`src/hdl/starter_status_pkg.sv`:
```
// constants and types for the starter status indication block
package starter_status_pkg;
  localparam int unsigned CLK_HZ = 40_000_000;
  // base blink phase: every pattern is built from whole phases
  localparam int unsigned TICK_MS = 125;
  localparam int unsigned TICK_CYCLES = CLK_HZ / 1000 * TICK_MS;
  // 2 Hz blink: half period of 250 ms in phases
  localparam int unsigned SLOW_HALF_MS = 250;
  localparam logic [4:0] SLOW_TICKS = 5'(SLOW_HALF_MS / TICK_MS);
  // dark pause after a fault code burst
  localparam int unsigned PAUSE_MS = 2000;
  localparam logic [4:0] PAUSE_TICKS = 5'(PAUSE_MS / TICK_MS);

  localparam logic [3:0] CODE_NONE = 4'h0;
  localparam logic [3:0] CODE_FIRST = 4'h1;

  // register map, byte addresses
  localparam int unsigned ADDR_W = 4;
  localparam logic [3:0] CONTROL_ADDR = 4'h0;
  localparam logic [3:0] STATUS_ADDR = 4'h4;
  localparam int unsigned CTRL_STOP_RAMP_BIT = 0;
  localparam logic CTRL_STOP_RAMP_RESET = 1'b0;

  localparam int unsigned ST_RELAY_BIT = 0;
  localparam int unsigned ST_RUN_LED_BIT = 1;
  localparam int unsigned ST_STATUS_LED_BIT = 2;
  localparam int unsigned ST_CODE_RED_BIT = 3;
  localparam int unsigned ST_CODE_YELLOW_BIT = 4;
  localparam int unsigned ST_CODE_LSB = 8;
  localparam int unsigned ST_UNDERVOLT_BIT = 12;
  localparam int unsigned ST_DC_BRAKE_BIT = 13;
  localparam int unsigned ST_COMM_FAULT_BIT = 14;
  localparam int unsigned ST_ENABLE_BIT = 15;

  localparam logic [1:0] RESP_OKAY = 2'h0;
  localparam logic [1:0] RESP_SLVERR = 2'h2;

  // input vector layout after the synchroniser
  localparam int unsigned IN_W = 12;

  typedef enum logic [1:0] {BLINK_IDLE, BLINK_ON, BLINK_OFF, BLINK_PAUSE} blink_state_t;
endpackage : starter_status_pkg

```
`src/hdl/pin_filter.sv`:
```
// three-stage pin synchroniser; a change is taken once stages two and three agree
module pin_filter #(
  parameter int unsigned WIDTH = 1
) (
  input wire logic clk_i,
  input wire logic reset_n_i,
  input wire logic [WIDTH-1:0] pin_i,
  output logic [WIDTH-1:0] level_o
);
  logic [WIDTH-1:0] s1_q;
  logic [WIDTH-1:0] s2_q;
  logic [WIDTH-1:0] s3_q;
  logic [WIDTH-1:0] level_q;
  logic [WIDTH-1:0] level_d;

  if (WIDTH < 1) begin : g_check
    $error("pin_filter needs WIDTH of at least 1");
  end

  always_comb begin
    level_d = (s2_q & s3_q) | (level_q & (s2_q | s3_q));
  end

  always_ff @(posedge clk_i or negedge reset_n_i) begin
    if (!reset_n_i) begin
      s1_q <= '0;
      s2_q <= '0;
      s3_q <= '0;
      level_q <= '0;
    end else begin
      s1_q <= pin_i;
      s2_q <= s1_q;
      s3_q <= s2_q;
      level_q <= level_d;
    end
  end

  assign level_o = level_q;
endmodule : pin_filter

```
`src/hdl/starter_status.sv`:
```
// run relay and status led driver for a variable speed starter, with axi4-lite registers
// Operation
// - relay closes while any enable is active and no fault exists
// - relay opens at once when any fault becomes active
// - coast stop mode: relay opens as soon as enable goes away
// - ramp stop mode: relay stays closed until ramp reaches zero
// - run led flashes green at 4 Hz when powered, idle, fault free
// - run led steady green while an enable request is active, powered and fault free
// - run led dark without supply or on internal communication fault
// - undervoltage flashes status and code leds red together at 2 Hz
// - fault lights status red; communication fault also lights code red
// - code led blinks fault code count at 2 Hz, then 2 s dark
// - codes 1 to 13 name the fault kinds, overload through data error
// - dc braking lights code led steady yellow when no fault or undervoltage is shown
module starter_status #(
  parameter int unsigned TICK_CYCLES = starter_status_pkg::TICK_CYCLES
) (
  input wire logic clk_i,
  input wire logic reset_n_i,
  input wire logic [3:0] s_axi_awaddr_i,
  input wire logic s_axi_awvalid_i,
  output logic s_axi_awready_o,
  input wire logic [31:0] s_axi_wdata_i,
  input wire logic [3:0] s_axi_wstrb_i,
  input wire logic s_axi_wvalid_i,
  output logic s_axi_wready_o,
  output logic [1:0] s_axi_bresp_o,
  output logic s_axi_bvalid_o,
  input wire logic s_axi_bready_i,
  input wire logic [3:0] s_axi_araddr_i,
  input wire logic s_axi_arvalid_i,
  output logic s_axi_arready_o,
  output logic [31:0] s_axi_rdata_o,
  output logic [1:0] s_axi_rresp_o,
  output logic s_axi_rvalid_o,
  input wire logic s_axi_rready_i,
  input wire logic forward_enable_i,
  input wire logic reverse_enable_i,
  input wire logic general_enable_i,
  input wire logic [3:0] fault_code_i,
  input wire logic comm_fault_i,
  input wire logic undervoltage_i,
  input wire logic dc_braking_i,
  input wire logic ramp_at_zero_i,
  input wire logic internal_power_supply_ok_i,
  output logic run_relay_o,
  output logic run_led_green_o,
  output logic status_led_red_o,
  output logic code_led_red_o,
  output logic code_led_yellow_o
);
  localparam int unsigned TICK_W = $clog2(TICK_CYCLES);

  if (TICK_CYCLES < 2) begin : g_check
    $error("starter_status needs TICK_CYCLES of at least 2");
  end

  function automatic logic reg_known(input logic [3:0] addr);
    reg_known = (addr == starter_status_pkg::CONTROL_ADDR) ||
                (addr == starter_status_pkg::STATUS_ADDR);
  endfunction : reg_known

  // pin inputs
  logic [starter_status_pkg::IN_W-1:0] pins;
  logic [starter_status_pkg::IN_W-1:0] lv;
  assign pins = {internal_power_supply_ok_i, ramp_at_zero_i, dc_braking_i, undervoltage_i,
                 comm_fault_i, general_enable_i, reverse_enable_i, forward_enable_i,
                 fault_code_i};

  pin_filter #(.WIDTH(starter_status_pkg::IN_W)) u_pins (
    .clk_i(clk_i),
    .reset_n_i(reset_n_i),
    .pin_i(pins),
    .level_o(lv)
  );

  logic [3:0] code;
  logic enable_any;
  logic comm_fault;
  logic undervolt;
  logic dc_brake;
  logic ramp_zero;
  logic power_ok;
  logic fault_act;
  assign code = lv[3:0];
  assign enable_any = lv[4] | lv[5] | lv[6];
  assign comm_fault = lv[7];
  assign undervolt = lv[8];
  assign dc_brake = lv[9];
  assign ramp_zero = lv[10];
  assign power_ok = lv[11];
  assign fault_act = (code != starter_status_pkg::CODE_NONE) | comm_fault;

  // blink phase generator
  logic [TICK_W-1:0] tick_cnt_q, tick_cnt_d;
  logic tick_q, tick_d;
  logic fast_q, fast_d;
  logic slow_q, slow_d;

  always_comb begin
    tick_d = (tick_cnt_q == TICK_W'(TICK_CYCLES - 1));
    tick_cnt_d = tick_d ? '0 : tick_cnt_q + TICK_W'(1);
    fast_d = fast_q ^ tick_q;
    slow_d = slow_q ^ (tick_q & fast_q);
  end

  always_ff @(posedge clk_i or negedge reset_n_i) begin
    if (!reset_n_i) begin
      tick_cnt_q <= '0;
      tick_q <= 1'b0;
      fast_q <= 1'b0;
      slow_q <= 1'b0;
    end else begin
      tick_cnt_q <= tick_cnt_d;
      tick_q <= tick_d;
      fast_q <= fast_d;
      slow_q <= slow_d;
    end
  end

  // fault code burst sequencer
  starter_status_pkg::blink_state_t blink_q, blink_d;
  logic [4:0] left_q, left_d;
  logic [3:0] pulses_q, pulses_d;

  always_comb begin
    blink_d = blink_q;
    left_d = left_q;
    pulses_d = pulses_q;
    if (code == starter_status_pkg::CODE_NONE) begin
      blink_d = starter_status_pkg::BLINK_IDLE;
    end else begin
      unique case (blink_q)
        starter_status_pkg::BLINK_IDLE: begin
          blink_d = starter_status_pkg::BLINK_ON;
          left_d = starter_status_pkg::SLOW_TICKS;
          pulses_d = starter_status_pkg::CODE_FIRST;
        end
        starter_status_pkg::BLINK_ON: begin
          if (tick_q && left_q == 5'h01) begin
            if (pulses_q >= code) begin
              blink_d = starter_status_pkg::BLINK_PAUSE;
              left_d = starter_status_pkg::PAUSE_TICKS;
            end else begin
              blink_d = starter_status_pkg::BLINK_OFF;
              left_d = starter_status_pkg::SLOW_TICKS;
            end
          end else if (tick_q) begin
            left_d = left_q - 5'h01;
          end
        end
        starter_status_pkg::BLINK_OFF, starter_status_pkg::BLINK_PAUSE: begin
          if (tick_q && left_q == 5'h01 && blink_q == starter_status_pkg::BLINK_OFF &&
              pulses_q >= code) begin
            // code lowered mid-burst: cut the burst short instead of overrunning it
            blink_d = starter_status_pkg::BLINK_PAUSE;
            left_d = starter_status_pkg::PAUSE_TICKS;
          end else if (tick_q && left_q == 5'h01) begin
            blink_d = starter_status_pkg::BLINK_ON;
            left_d = starter_status_pkg::SLOW_TICKS;
            pulses_d = (blink_q == starter_status_pkg::BLINK_OFF) ?
                       pulses_q + 4'h1 : starter_status_pkg::CODE_FIRST;
          end else if (tick_q) begin
            left_d = left_q - 5'h01;
          end
        end
      endcase
    end
  end

  always_ff @(posedge clk_i or negedge reset_n_i) begin
    if (!reset_n_i) begin
      blink_q <= starter_status_pkg::BLINK_IDLE;
      left_q <= '0;
      pulses_q <= '0;
    end else begin
      blink_q <= blink_d;
      left_q <= left_d;
      pulses_q <= pulses_d;
    end
  end

  // relay and led outputs
  logic stop_ramp_q;
  logic relay_q, relay_d;
  logic run_led_q, run_led_d;
  logic status_q, status_d;
  logic code_red_q, code_red_d;
  logic yellow_q, yellow_d;

  always_comb begin
    if (fault_act) begin
      relay_d = 1'b0;
    end else if (enable_any) begin
      relay_d = 1'b1;
    end else if (stop_ramp_q) begin
      relay_d = relay_q & ~ramp_zero;
    end else begin
      relay_d = 1'b0;
    end
    if (!power_ok || fault_act) begin
      run_led_d = 1'b0;
    end else if (enable_any) begin
      run_led_d = 1'b1;
    end else begin
      run_led_d = fast_q;
    end
    yellow_d = 1'b0;
    if (undervolt) begin
      status_d = slow_q;
      code_red_d = slow_q;
    end else if (fault_act) begin
      status_d = 1'b1;
      code_red_d = comm_fault | (blink_q == starter_status_pkg::BLINK_ON);
    end else begin
      status_d = 1'b0;
      code_red_d = 1'b0;
      yellow_d = dc_brake;
    end
  end

  always_ff @(posedge clk_i or negedge reset_n_i) begin
    if (!reset_n_i) begin
      relay_q <= 1'b0;
      run_led_q <= 1'b0;
      status_q <= 1'b0;
      code_red_q <= 1'b0;
      yellow_q <= 1'b0;
    end else begin
      relay_q <= relay_d;
      run_led_q <= run_led_d;
      status_q <= status_d;
      code_red_q <= code_red_d;
      yellow_q <= yellow_d;
    end
  end

  assign run_relay_o = relay_q;
  assign run_led_green_o = run_led_q;
  assign status_led_red_o = status_q;
  assign code_led_red_o = code_red_q;
  assign code_led_yellow_o = yellow_q;

  // axi4-lite slave
  logic aw_held_q, aw_held_d, w_held_q, w_held_d;
  logic [3:0] waddr_q, waddr_d;
  logic [31:0] wdata_q, wdata_d;
  logic [3:0] wstrb_q, wstrb_d;
  logic awready_q, awready_d, wready_q, wready_d;
  logic bvalid_q, bvalid_d;
  logic [1:0] bresp_q, bresp_d;
  logic arready_q, arready_d, rvalid_q, rvalid_d;
  logic [31:0] rdata_q, rdata_d;
  logic [1:0] rresp_q, rresp_d;
  logic stop_ramp_d;
  logic aw_take, w_take, do_write, ar_take;
  logic [31:0] status_word;

  always_comb begin
    status_word = '0;
    status_word[starter_status_pkg::ST_RELAY_BIT] = relay_q;
    status_word[starter_status_pkg::ST_RUN_LED_BIT] = run_led_q;
    status_word[starter_status_pkg::ST_STATUS_LED_BIT] = status_q;
    status_word[starter_status_pkg::ST_CODE_RED_BIT] = code_red_q;
    status_word[starter_status_pkg::ST_CODE_YELLOW_BIT] = yellow_q;
    status_word[starter_status_pkg::ST_CODE_LSB +: 4] = code;
    status_word[starter_status_pkg::ST_UNDERVOLT_BIT] = undervolt;
    status_word[starter_status_pkg::ST_DC_BRAKE_BIT] = dc_brake;
    status_word[starter_status_pkg::ST_COMM_FAULT_BIT] = comm_fault;
    status_word[starter_status_pkg::ST_ENABLE_BIT] = enable_any;
    aw_take = s_axi_awvalid_i & awready_q;
    w_take = s_axi_wvalid_i & wready_q;
    aw_held_d = aw_held_q | aw_take;
    w_held_d = w_held_q | w_take;
    waddr_d = aw_take ? s_axi_awaddr_i : waddr_q;
    wdata_d = w_take ? s_axi_wdata_i : wdata_q;
    wstrb_d = w_take ? s_axi_wstrb_i : wstrb_q;
    do_write = aw_held_d & w_held_d & ~bvalid_q;
    stop_ramp_d = stop_ramp_q;
    bvalid_d = bvalid_q & ~s_axi_bready_i;
    bresp_d = bresp_q;
    if (do_write) begin
      aw_held_d = 1'b0;
      w_held_d = 1'b0;
      bvalid_d = 1'b1;
      bresp_d = reg_known(waddr_d) ? starter_status_pkg::RESP_OKAY :
                starter_status_pkg::RESP_SLVERR;
      if (waddr_d == starter_status_pkg::CONTROL_ADDR && wstrb_d[0]) begin
        stop_ramp_d = wdata_d[starter_status_pkg::CTRL_STOP_RAMP_BIT];
      end
    end
    awready_d = ~aw_held_d & ~bvalid_d;
    wready_d = ~w_held_d & ~bvalid_d;
    ar_take = s_axi_arvalid_i & arready_q;
    rvalid_d = rvalid_q & ~s_axi_rready_i;
    rdata_d = rdata_q;
    rresp_d = rresp_q;
    if (ar_take) begin
      rvalid_d = 1'b1;
      rresp_d = reg_known(s_axi_araddr_i) ? starter_status_pkg::RESP_OKAY :
                starter_status_pkg::RESP_SLVERR;
      if (s_axi_araddr_i == starter_status_pkg::CONTROL_ADDR) begin
        rdata_d = {31'h0, stop_ramp_q};
      end else if (s_axi_araddr_i == starter_status_pkg::STATUS_ADDR) begin
        rdata_d = status_word;
      end else begin
        rdata_d = '0;
      end
    end
    arready_d = ~rvalid_d;
  end

  always_ff @(posedge clk_i or negedge reset_n_i) begin
    if (!reset_n_i) begin
      aw_held_q <= 1'b0;
      w_held_q <= 1'b0;
      waddr_q <= '0;
      wdata_q <= '0;
      wstrb_q <= '0;
      awready_q <= 1'b0;
      wready_q <= 1'b0;
      bvalid_q <= 1'b0;
      bresp_q <= starter_status_pkg::RESP_OKAY;
      arready_q <= 1'b0;
      rvalid_q <= 1'b0;
      rdata_q <= '0;
      rresp_q <= starter_status_pkg::RESP_OKAY;
      stop_ramp_q <= starter_status_pkg::CTRL_STOP_RAMP_RESET;
    end else begin
      aw_held_q <= aw_held_d;
      w_held_q <= w_held_d;
      waddr_q <= waddr_d;
      wdata_q <= wdata_d;
      wstrb_q <= wstrb_d;
      awready_q <= awready_d;
      wready_q <= wready_d;
      bvalid_q <= bvalid_d;
      bresp_q <= bresp_d;
      arready_q <= arready_d;
      rvalid_q <= rvalid_d;
      rdata_q <= rdata_d;
      rresp_q <= rresp_d;
      stop_ramp_q <= stop_ramp_d;
    end
  end

  assign s_axi_awready_o = awready_q;
  assign s_axi_wready_o = wready_q;
  assign s_axi_bvalid_o = bvalid_q;
  assign s_axi_bresp_o = bresp_q;
  assign s_axi_arready_o = arready_q;
  assign s_axi_rvalid_o = rvalid_q;
  assign s_axi_rdata_o = rdata_q;
  assign s_axi_rresp_o = rresp_q;
endmodule : starter_status

```
`config.mk`:
```
export PLATFORM = sky130hd
export DESIGN_NAME = starter_status
export DESIGN_NICKNAME = d
export VERILOG_FILES = /design/src/hdl/starter_status_pkg.sv /design/src/hdl/pin_filter.sv /design/src/hdl/starter_status.sv
export SDC_FILE = /design/constraint.sdc
export NUM_CORES = 1
export LEC_CHECK = 0
export BUFFER_PORTS_ARGS = -buffer_cell sky130_fd_sc_hd__buf_2
export CORE_MARGIN = 5
export CORE_UTILIZATION = 40
export CTS_CLUSTER_DIAMETER = 50
export CTS_CLUSTER_SIZE = 25
export DETAILED_ROUTE_END_ITERATION = 8
export PLACE_DENSITY = 0.63
export SYNTH_ARGS = -nofsm -noshare
export SYNTH_HDL_FRONTEND = slang
export SYNTH_SLANG_ARGS = --single-unit
```
`constraint.sdc`:
```
create_clock -name clk_i -period 4.4 [get_ports clk_i]
set_input_delay 0.22 -clock clk_i [delete_from_list [all_inputs] [get_ports clk_i]]
set_output_delay 0.22 -clock clk_i [all_outputs]
set_load 0.01 [all_outputs]
```
# ---- Word level (Yosys, flattened, before mapping)
# Index checks and enable logic that the tools add are counted.
dict set report totals {
  inputBits 63
  reg_bits 140
  out_inout_bits 46
}
dict set report op_classes {
  add_sub_neg 3
  order_cmp 1
  bitwise 32
  muxes 39
  n_reduce_logical 18
  eq_ne 11
}
# cell n
set ops {}
lappend ops {{16-bit 2-to-1 mux} 2}
lappend ops {{5-bit 2-to-1 mux} 5}
lappend ops {{12-bit bitwise AND} 2}
lappend ops {{12-bit bitwise OR} 2}
lappend ops {{23-bit by 1-bit adder with 23-bit output (second input constant)} 1}
lappend ops {{23-bit == test (second input constant)} 1}
lappend ops {{23-bit 2-to-1 mux} 1}
lappend ops {{1-bit 2-to-1 mux} 18}
lappend ops {{4-bit 2-to-1 mux} 4}
lappend ops {{5-bit case mux with 3 select lines} 1}
lappend ops {{4-bit logical NOT} 3}
lappend ops {{2-bit 2-to-1 mux} 6}
lappend ops {{1-bit bitwise AND} 11}
lappend ops {{1-bit NOT} 9}
lappend ops {{4-bit by 3-bit == test with 1-bit output (second input constant)} 2}
lappend ops {{4-bit case mux with 2 select lines} 1}
lappend ops {{1-bit bitwise OR} 6}
lappend ops {{2-bit case mux with 3 select lines} 1}
lappend ops {{5-bit by 1-bit == test with 1-bit output (second input constant)} 1}
lappend ops {{5-bit by 1-bit subtractor with 5-bit output (second input constant)} 1}
lappend ops {{4-bit by 1-bit adder with 4-bit output (second input constant)} 1}
lappend ops {{2-bit == test (second input constant)} 2}
lappend ops {{4-bit >= comparator} 1}
lappend ops {{1-bit logical AND} 4}
lappend ops {{13 further kinds} 18}

# ---- Logic depth before layout (Yosys ltp)
dict set report depth {
  word_depth 7
  depth_mapped 7
  ltp_nobuf 7
}

# ---- By module
# A second synthesis with hierarchy kept.
dict set report hier_totals {
  hier_cells 383
  area_unflattened_um2 4775.8
}
# module cells_each instances seq_area_each_um2 area_per_inst_um2
set by_module_without_submodules {}
lappend by_module_without_submodules {starter_status 323 1 1776.7 3439.5}
lappend by_module_without_submodules {pin_filter 60 1 1201.2 1336.3}

# ---- Worst setup path after synthesis
# Ideal clock, no wire load.
dict set report synth_path {
  path_kind {flip-flop to flip-flop}
  from {register u_pins.level_q[2], in the netlist u_pins.level_o[2]}
  to {register left_q[1]}
  slack_ns 2.817
  stages_incl_launch_ff 8
  setup_ns 0.139
  synth_period_minus_slack_ns 1.583
  arrival_ns 1.444
  path_buffers 0
  path_cell_list {dfrtp_1 -> inv_1 -> ha_1 -> o21a_1 -> nor2_1 -> a21o_1 -> a2111oi_2 -> a311oi_1}
}
dict set report synth_between {
  elab_chain_len 4
  word_cells_on_any_way 7
  classes_between {order compare: 1; mux: 4; reduce/logical: 2}
}
# item line
set synth_rtl {}
lappend synth_rtl {{from (decl)} pin_filter.sv:13} ;# logic [WIDTH-1:0] level_q;
lappend synth_rtl {{from (signal assigned)} pin_filter.sv:34} ;# level_q <= level_d;
lappend synth_rtl {{4-bit >= comparator} {starter_status.sv:141, starter_status.sv:154}}
lappend synth_rtl {{5-bit 2-to-1 mux or 1-bit logical AND (tied branches)} {starter_status.sv:141, starter_status.sv:153}}
lappend synth_rtl {{5-bit 2-to-1 mux, on equally long branches} {starter_status.sv:140, starter_status.sv:153}}
lappend synth_rtl {{5-bit case mux with 3 select lines} starter_status.sv:133} ;# unique case (blink_q)
lappend synth_rtl {{to (signal assigned)} starter_status.sv:178} ;# left_q <= left_d;
lappend synth_rtl {{to (decl)} starter_status.sv:123} ;# logic [4:0] left_q, left_d;
# Several ways; a longest one is shown, not always the timed one.
# A chain may end at the register's enable or synchronous reset.

# ---- Worst setup path in the final report
dict set report layout_path {
  from {register tick_cnt_q[7]}
  to {register tick_cnt_q[19]}
}
dict set report layout_between {
  elab_chain_len 2
  word_cells_on_any_way 3
  classes_between {add/sub: 1; eq/ne: 1; mux: 1}
}
# item line
set layout_rtl {}
lappend layout_rtl {{from (decl)} starter_status.sv:95} ;# logic [TICK_W-1:0] tick_cnt_q, tick_cnt_d;
lappend layout_rtl {{from (signal assigned)} starter_status.sv:114} ;# tick_cnt_q <= tick_cnt_d;
lappend layout_rtl {{23-bit by 1-bit adder with 23-bit output or 23-bit == test (tied branches)} {starter_status.sv:102, starter_status.sv:101}}
lappend layout_rtl {{23-bit 2-to-1 mux *} starter_status.sv:102} ;# tick_cnt_d = tick_d ? '0 : tick_cnt_q + TICK_W'(1);
lappend layout_rtl {{named net tick_cnt_d[19]} starter_status.sv:95}
# Mark *: on every way through the listed nets, which the timed path passes. The rest lies on a longest branch.

==> results.toml <==
[route]
vias_per_cell = 4.75
drtIter0Drc = 86
avgRoutedWirePerCell_um = 13.4
vias = 2909
drt-total-wl_um = 8210
drc = 0
ant_nets = 0
firstDrtPassIters = 4

[floorplan]
initial_core_util_pct = 41.1
ios = 109
die-area_um2 = 14100
die_y_um = 119
fp-row-count = 39
die_x_um = 119
core_area_um2 = 11500

[clock_network]
cts_tree = "done"
clk_pin_slew_ps = 50
cts_made_buffers = 17
clk_latency_ps = 400
cts-root-buf = "clkbuf_16"
htree_levels = 4
cts_buffer_depth = 2
cts_sinks = 119
cts_setup_buffers = 0

[power]
max-vdd-ir-drop_mv = 0.316
fin_total_pwr_mw = 2.97
power_density_nw_per_um2 = 508
p_leak_nw = 2.82

[timing]
fmax_mhz = 524
setup_viol = 0
fin_skew_ps = 7.46
max_slew_margin_pct = 36.5
tns_ps = 0
post-route-min-period_ps = 1910
fin_crit_sh_pct = 43.4
tightest_slew_ps = 952
finalHoldViolCount = 36
drv_slew = 0
rsz0062_at_grt = "false"
timing.hold.ws_ps = -37.6

[run]
drv_cap = 0

[logic_synthesis]
seq_area_frac_synth_pct = 62.9
yosysWarnings = 0
synthCells = 375
synth_area_per_cell_um2 = 12.6
synth_area_um2 = 4730
ys_ff_latch = 119
synthDistinctLibCells = 57

[critical_path]
cp-end-kind = "register"
crit_path_cell_trace = "nor4b_1, nand4_1, nor3_2, nor2_1"
critPathMaxFanout = 12
worst_r2r_path_depth = 4
crit_type = "reg -> reg"
max_stage_delay_ps = 680
worstSetupStartpointType = "register"
crit_slowest_cell = "nor3_2"
critPathArrivalTime_ps = 2150
crit_required_ps = 4640

[grt]
grt_first_pass_wirelength_um = 14200
grt_remaining_overflow = 0
grt_start_max_net_pins = 79
grt_pass1_vias = 2985
grt_usage_pct = 12.6
antenna_found_initial = 0

[layout]
syn_to_final_growth_pct = 23.5
drive_above_1_share_pct = 22.4
final_common_cell = "dfrtp_1"
finalNetCount = 528
mostFrequentLayoutCells = "119 x dfrtp_1, 52 x buf_2, 36 x nor2_1"
design_area_um2 = 5840
diodes = 0

[placed_design]
place_hpwl_um = 5700
gp_congestion = 0.790
placed_area_um2 = 5090
io_buffers = 53

[min_path]
min_path_type = "in -> async"

[status]
violations = "negative hold slack"
outcome = "finished with violations"
[timing repair]
action,4_1_cts,5_1_grt
resized for setup,0,0
endpoints found under the hold margin,12,0
hold buffers,12,0
[report_power, final]
| part | internal (mW) | switching (mW) | total (mW) | leakage, nW |
|---|---|---|---|---|
| clock network | 1.00 | 0.451 | 1.46 | 0.310 |
| registers | 1.20 | 0.0539 | 1.25 | 1.48 |
| logic | 0.121 | 0.140 | 0.261 | 1.03 |
| total | 2.32 | 0.645 | 2.97 | 2.82 |
[routing by layer]
metal | share of wire [%] | GRT usage, % | vias up
met2 | 45 | 18.4 | 69
met4 | 1.2 | 5.36 | 0
met1 | 48 | 17.1 | 1389
met3 | 5.5 | 4.73 | 10
met5 | 0 | 0 | -
li1 | - | - | 1441
[kinds of logic (layout without fill, tap and decap cells)]
kind of cell               count (synthesis)  after routing  share of synthesized area, %
AOI/OAI and AO/OA                         47             47                          7.17
xor gates and xnor gates                  21             21                          3.89
adders and majority gates                 21             21                          4.92
buffers and inverters                     36            110                          4.65
DFF                                      119            119                          62.9
muxes                                     10             10                          2.41
other                                      1             21                        0.0793
and+or+nand+nor                          120            120                          13.9
[flip-flops by register name (all words and copies together), names as in the netlist, 2 cells and up]
name and cells:
waddr_q 4, tick_cnt_q 23, u_pins.level_o 12, s_axi_rdata_o 13, u_pins.s2_q 12, u_pins.s1_q 12
u_pins.s3_q 12, pulses_q 4, left_q 5, blink_q 2
[path summary, 6_finish.rpt]
check | endpoint | slack [ps] | start
min in group clk_i | s_axi_rvalid_o | 40 | s_axi_rready_i
hold / removal | u_pins.s1_q[11] | -40 | reset_n_i
hold reg to reg | u_pins.s2_q[4] | 340 | u_pins.s1_q[4]
max in group asynchronous | u_pins.s3_q[2] | 3380 | reset_n_i
setup reg to reg | tick_cnt_q[19] | 2490 | tick_cnt_q[7]
setup / recovery | tick_cnt_q[19] | 2490 | tick_cnt_q[7]
[cell usage after synthesis, drive strengths merged]
| library cell | number | share of area, % |
|---|---|---|
| dfrtp | 119 | 63 |
| nor2 | 37 | 3.0 |
| buf | 24 | 3.7 |
| nand2 | 21 | 1.7 |
| a22o | 13 | 2.4 |
| o21ai | 13 | 1.4 |
| xor2 | 13 | 2.4 |
| maj3 | 12 | 2.5 |
| nand3 | 12 | 1.4 |
| nor3 | 12 | 1.7 |
| inv | 11 | 0.87 |
| ha | 9 | 2.4 |
| mux2 | 8 | 2.0 |
| xnor2 | 8 | 1.5 |
| nor2b | 7 | 0.93 |
| a21oi | 6 | 0.63 |
| and3 | 5 | 0.66 |
| nand4 | 5 | 0.98 |
| nor4 | 4 | 0.66 |
| nand2b | 3 | 0.40 |
| a211o | 2 | 0.37 |
| a21o | 2 | 0.32 |
| a221oi | 2 | 0.37 |
| and2 | 2 | 0.32 |
| and4 | 2 | 0.37 |
| mux2i | 2 | 0.42 |
| nand4b | 2 | 0.37 |
| o21a | 2 | 0.32 |
| or2 | 2 | 0.32 |
| or4 | 2 | 0.40 |
| a2111oi | 1 | 0.32 |
| a311oi | 1 | 0.19 |
| a31o | 1 | 0.19 |
| a41oi | 1 | 0.19 |
| and2b | 1 | 0.16 |
| and4bb | 1 | 0.26 |
| clkbuf | 1 | 0.079 |
| conb | 1 | 0.079 |
| nor4b | 1 | 0.19 |
| o211a | 1 | 0.21 |
| o22ai | 1 | 0.13 |
| o31ai | 1 | 0.16 |
| or3 | 1 | 0.13 |
[cell type report]
type                       instances  area, µm²
clock buffer                      24        492
inverter                          11       41.3
timing repair buffer              67        403
multi-input combinational        240       1610
fill                            1019       5670
sequential                       119       2980
clock inverter                     8        143
tap                              143        179
[metrics by stage]
stage                     setup WS [ps]  instances  hold slack [ps]  util, %
after global placement             2530        568              328     44.2
after detailed placement           2470        568              329     44.2
after global routing               2300        612             27.6     50.7
after CTS                          2420        612             15.3     50.7
after floorplan                    2820        395            -75.6        -
final                              2490        612            -37.6     50.7
[worst max-delay path, delay by kind of cell, from the launching register on]
kind             cells  cell delay, ps
and+or+nand+nor      4            1320
DFF                  1             430
Power figures use the tool's default switching activity.
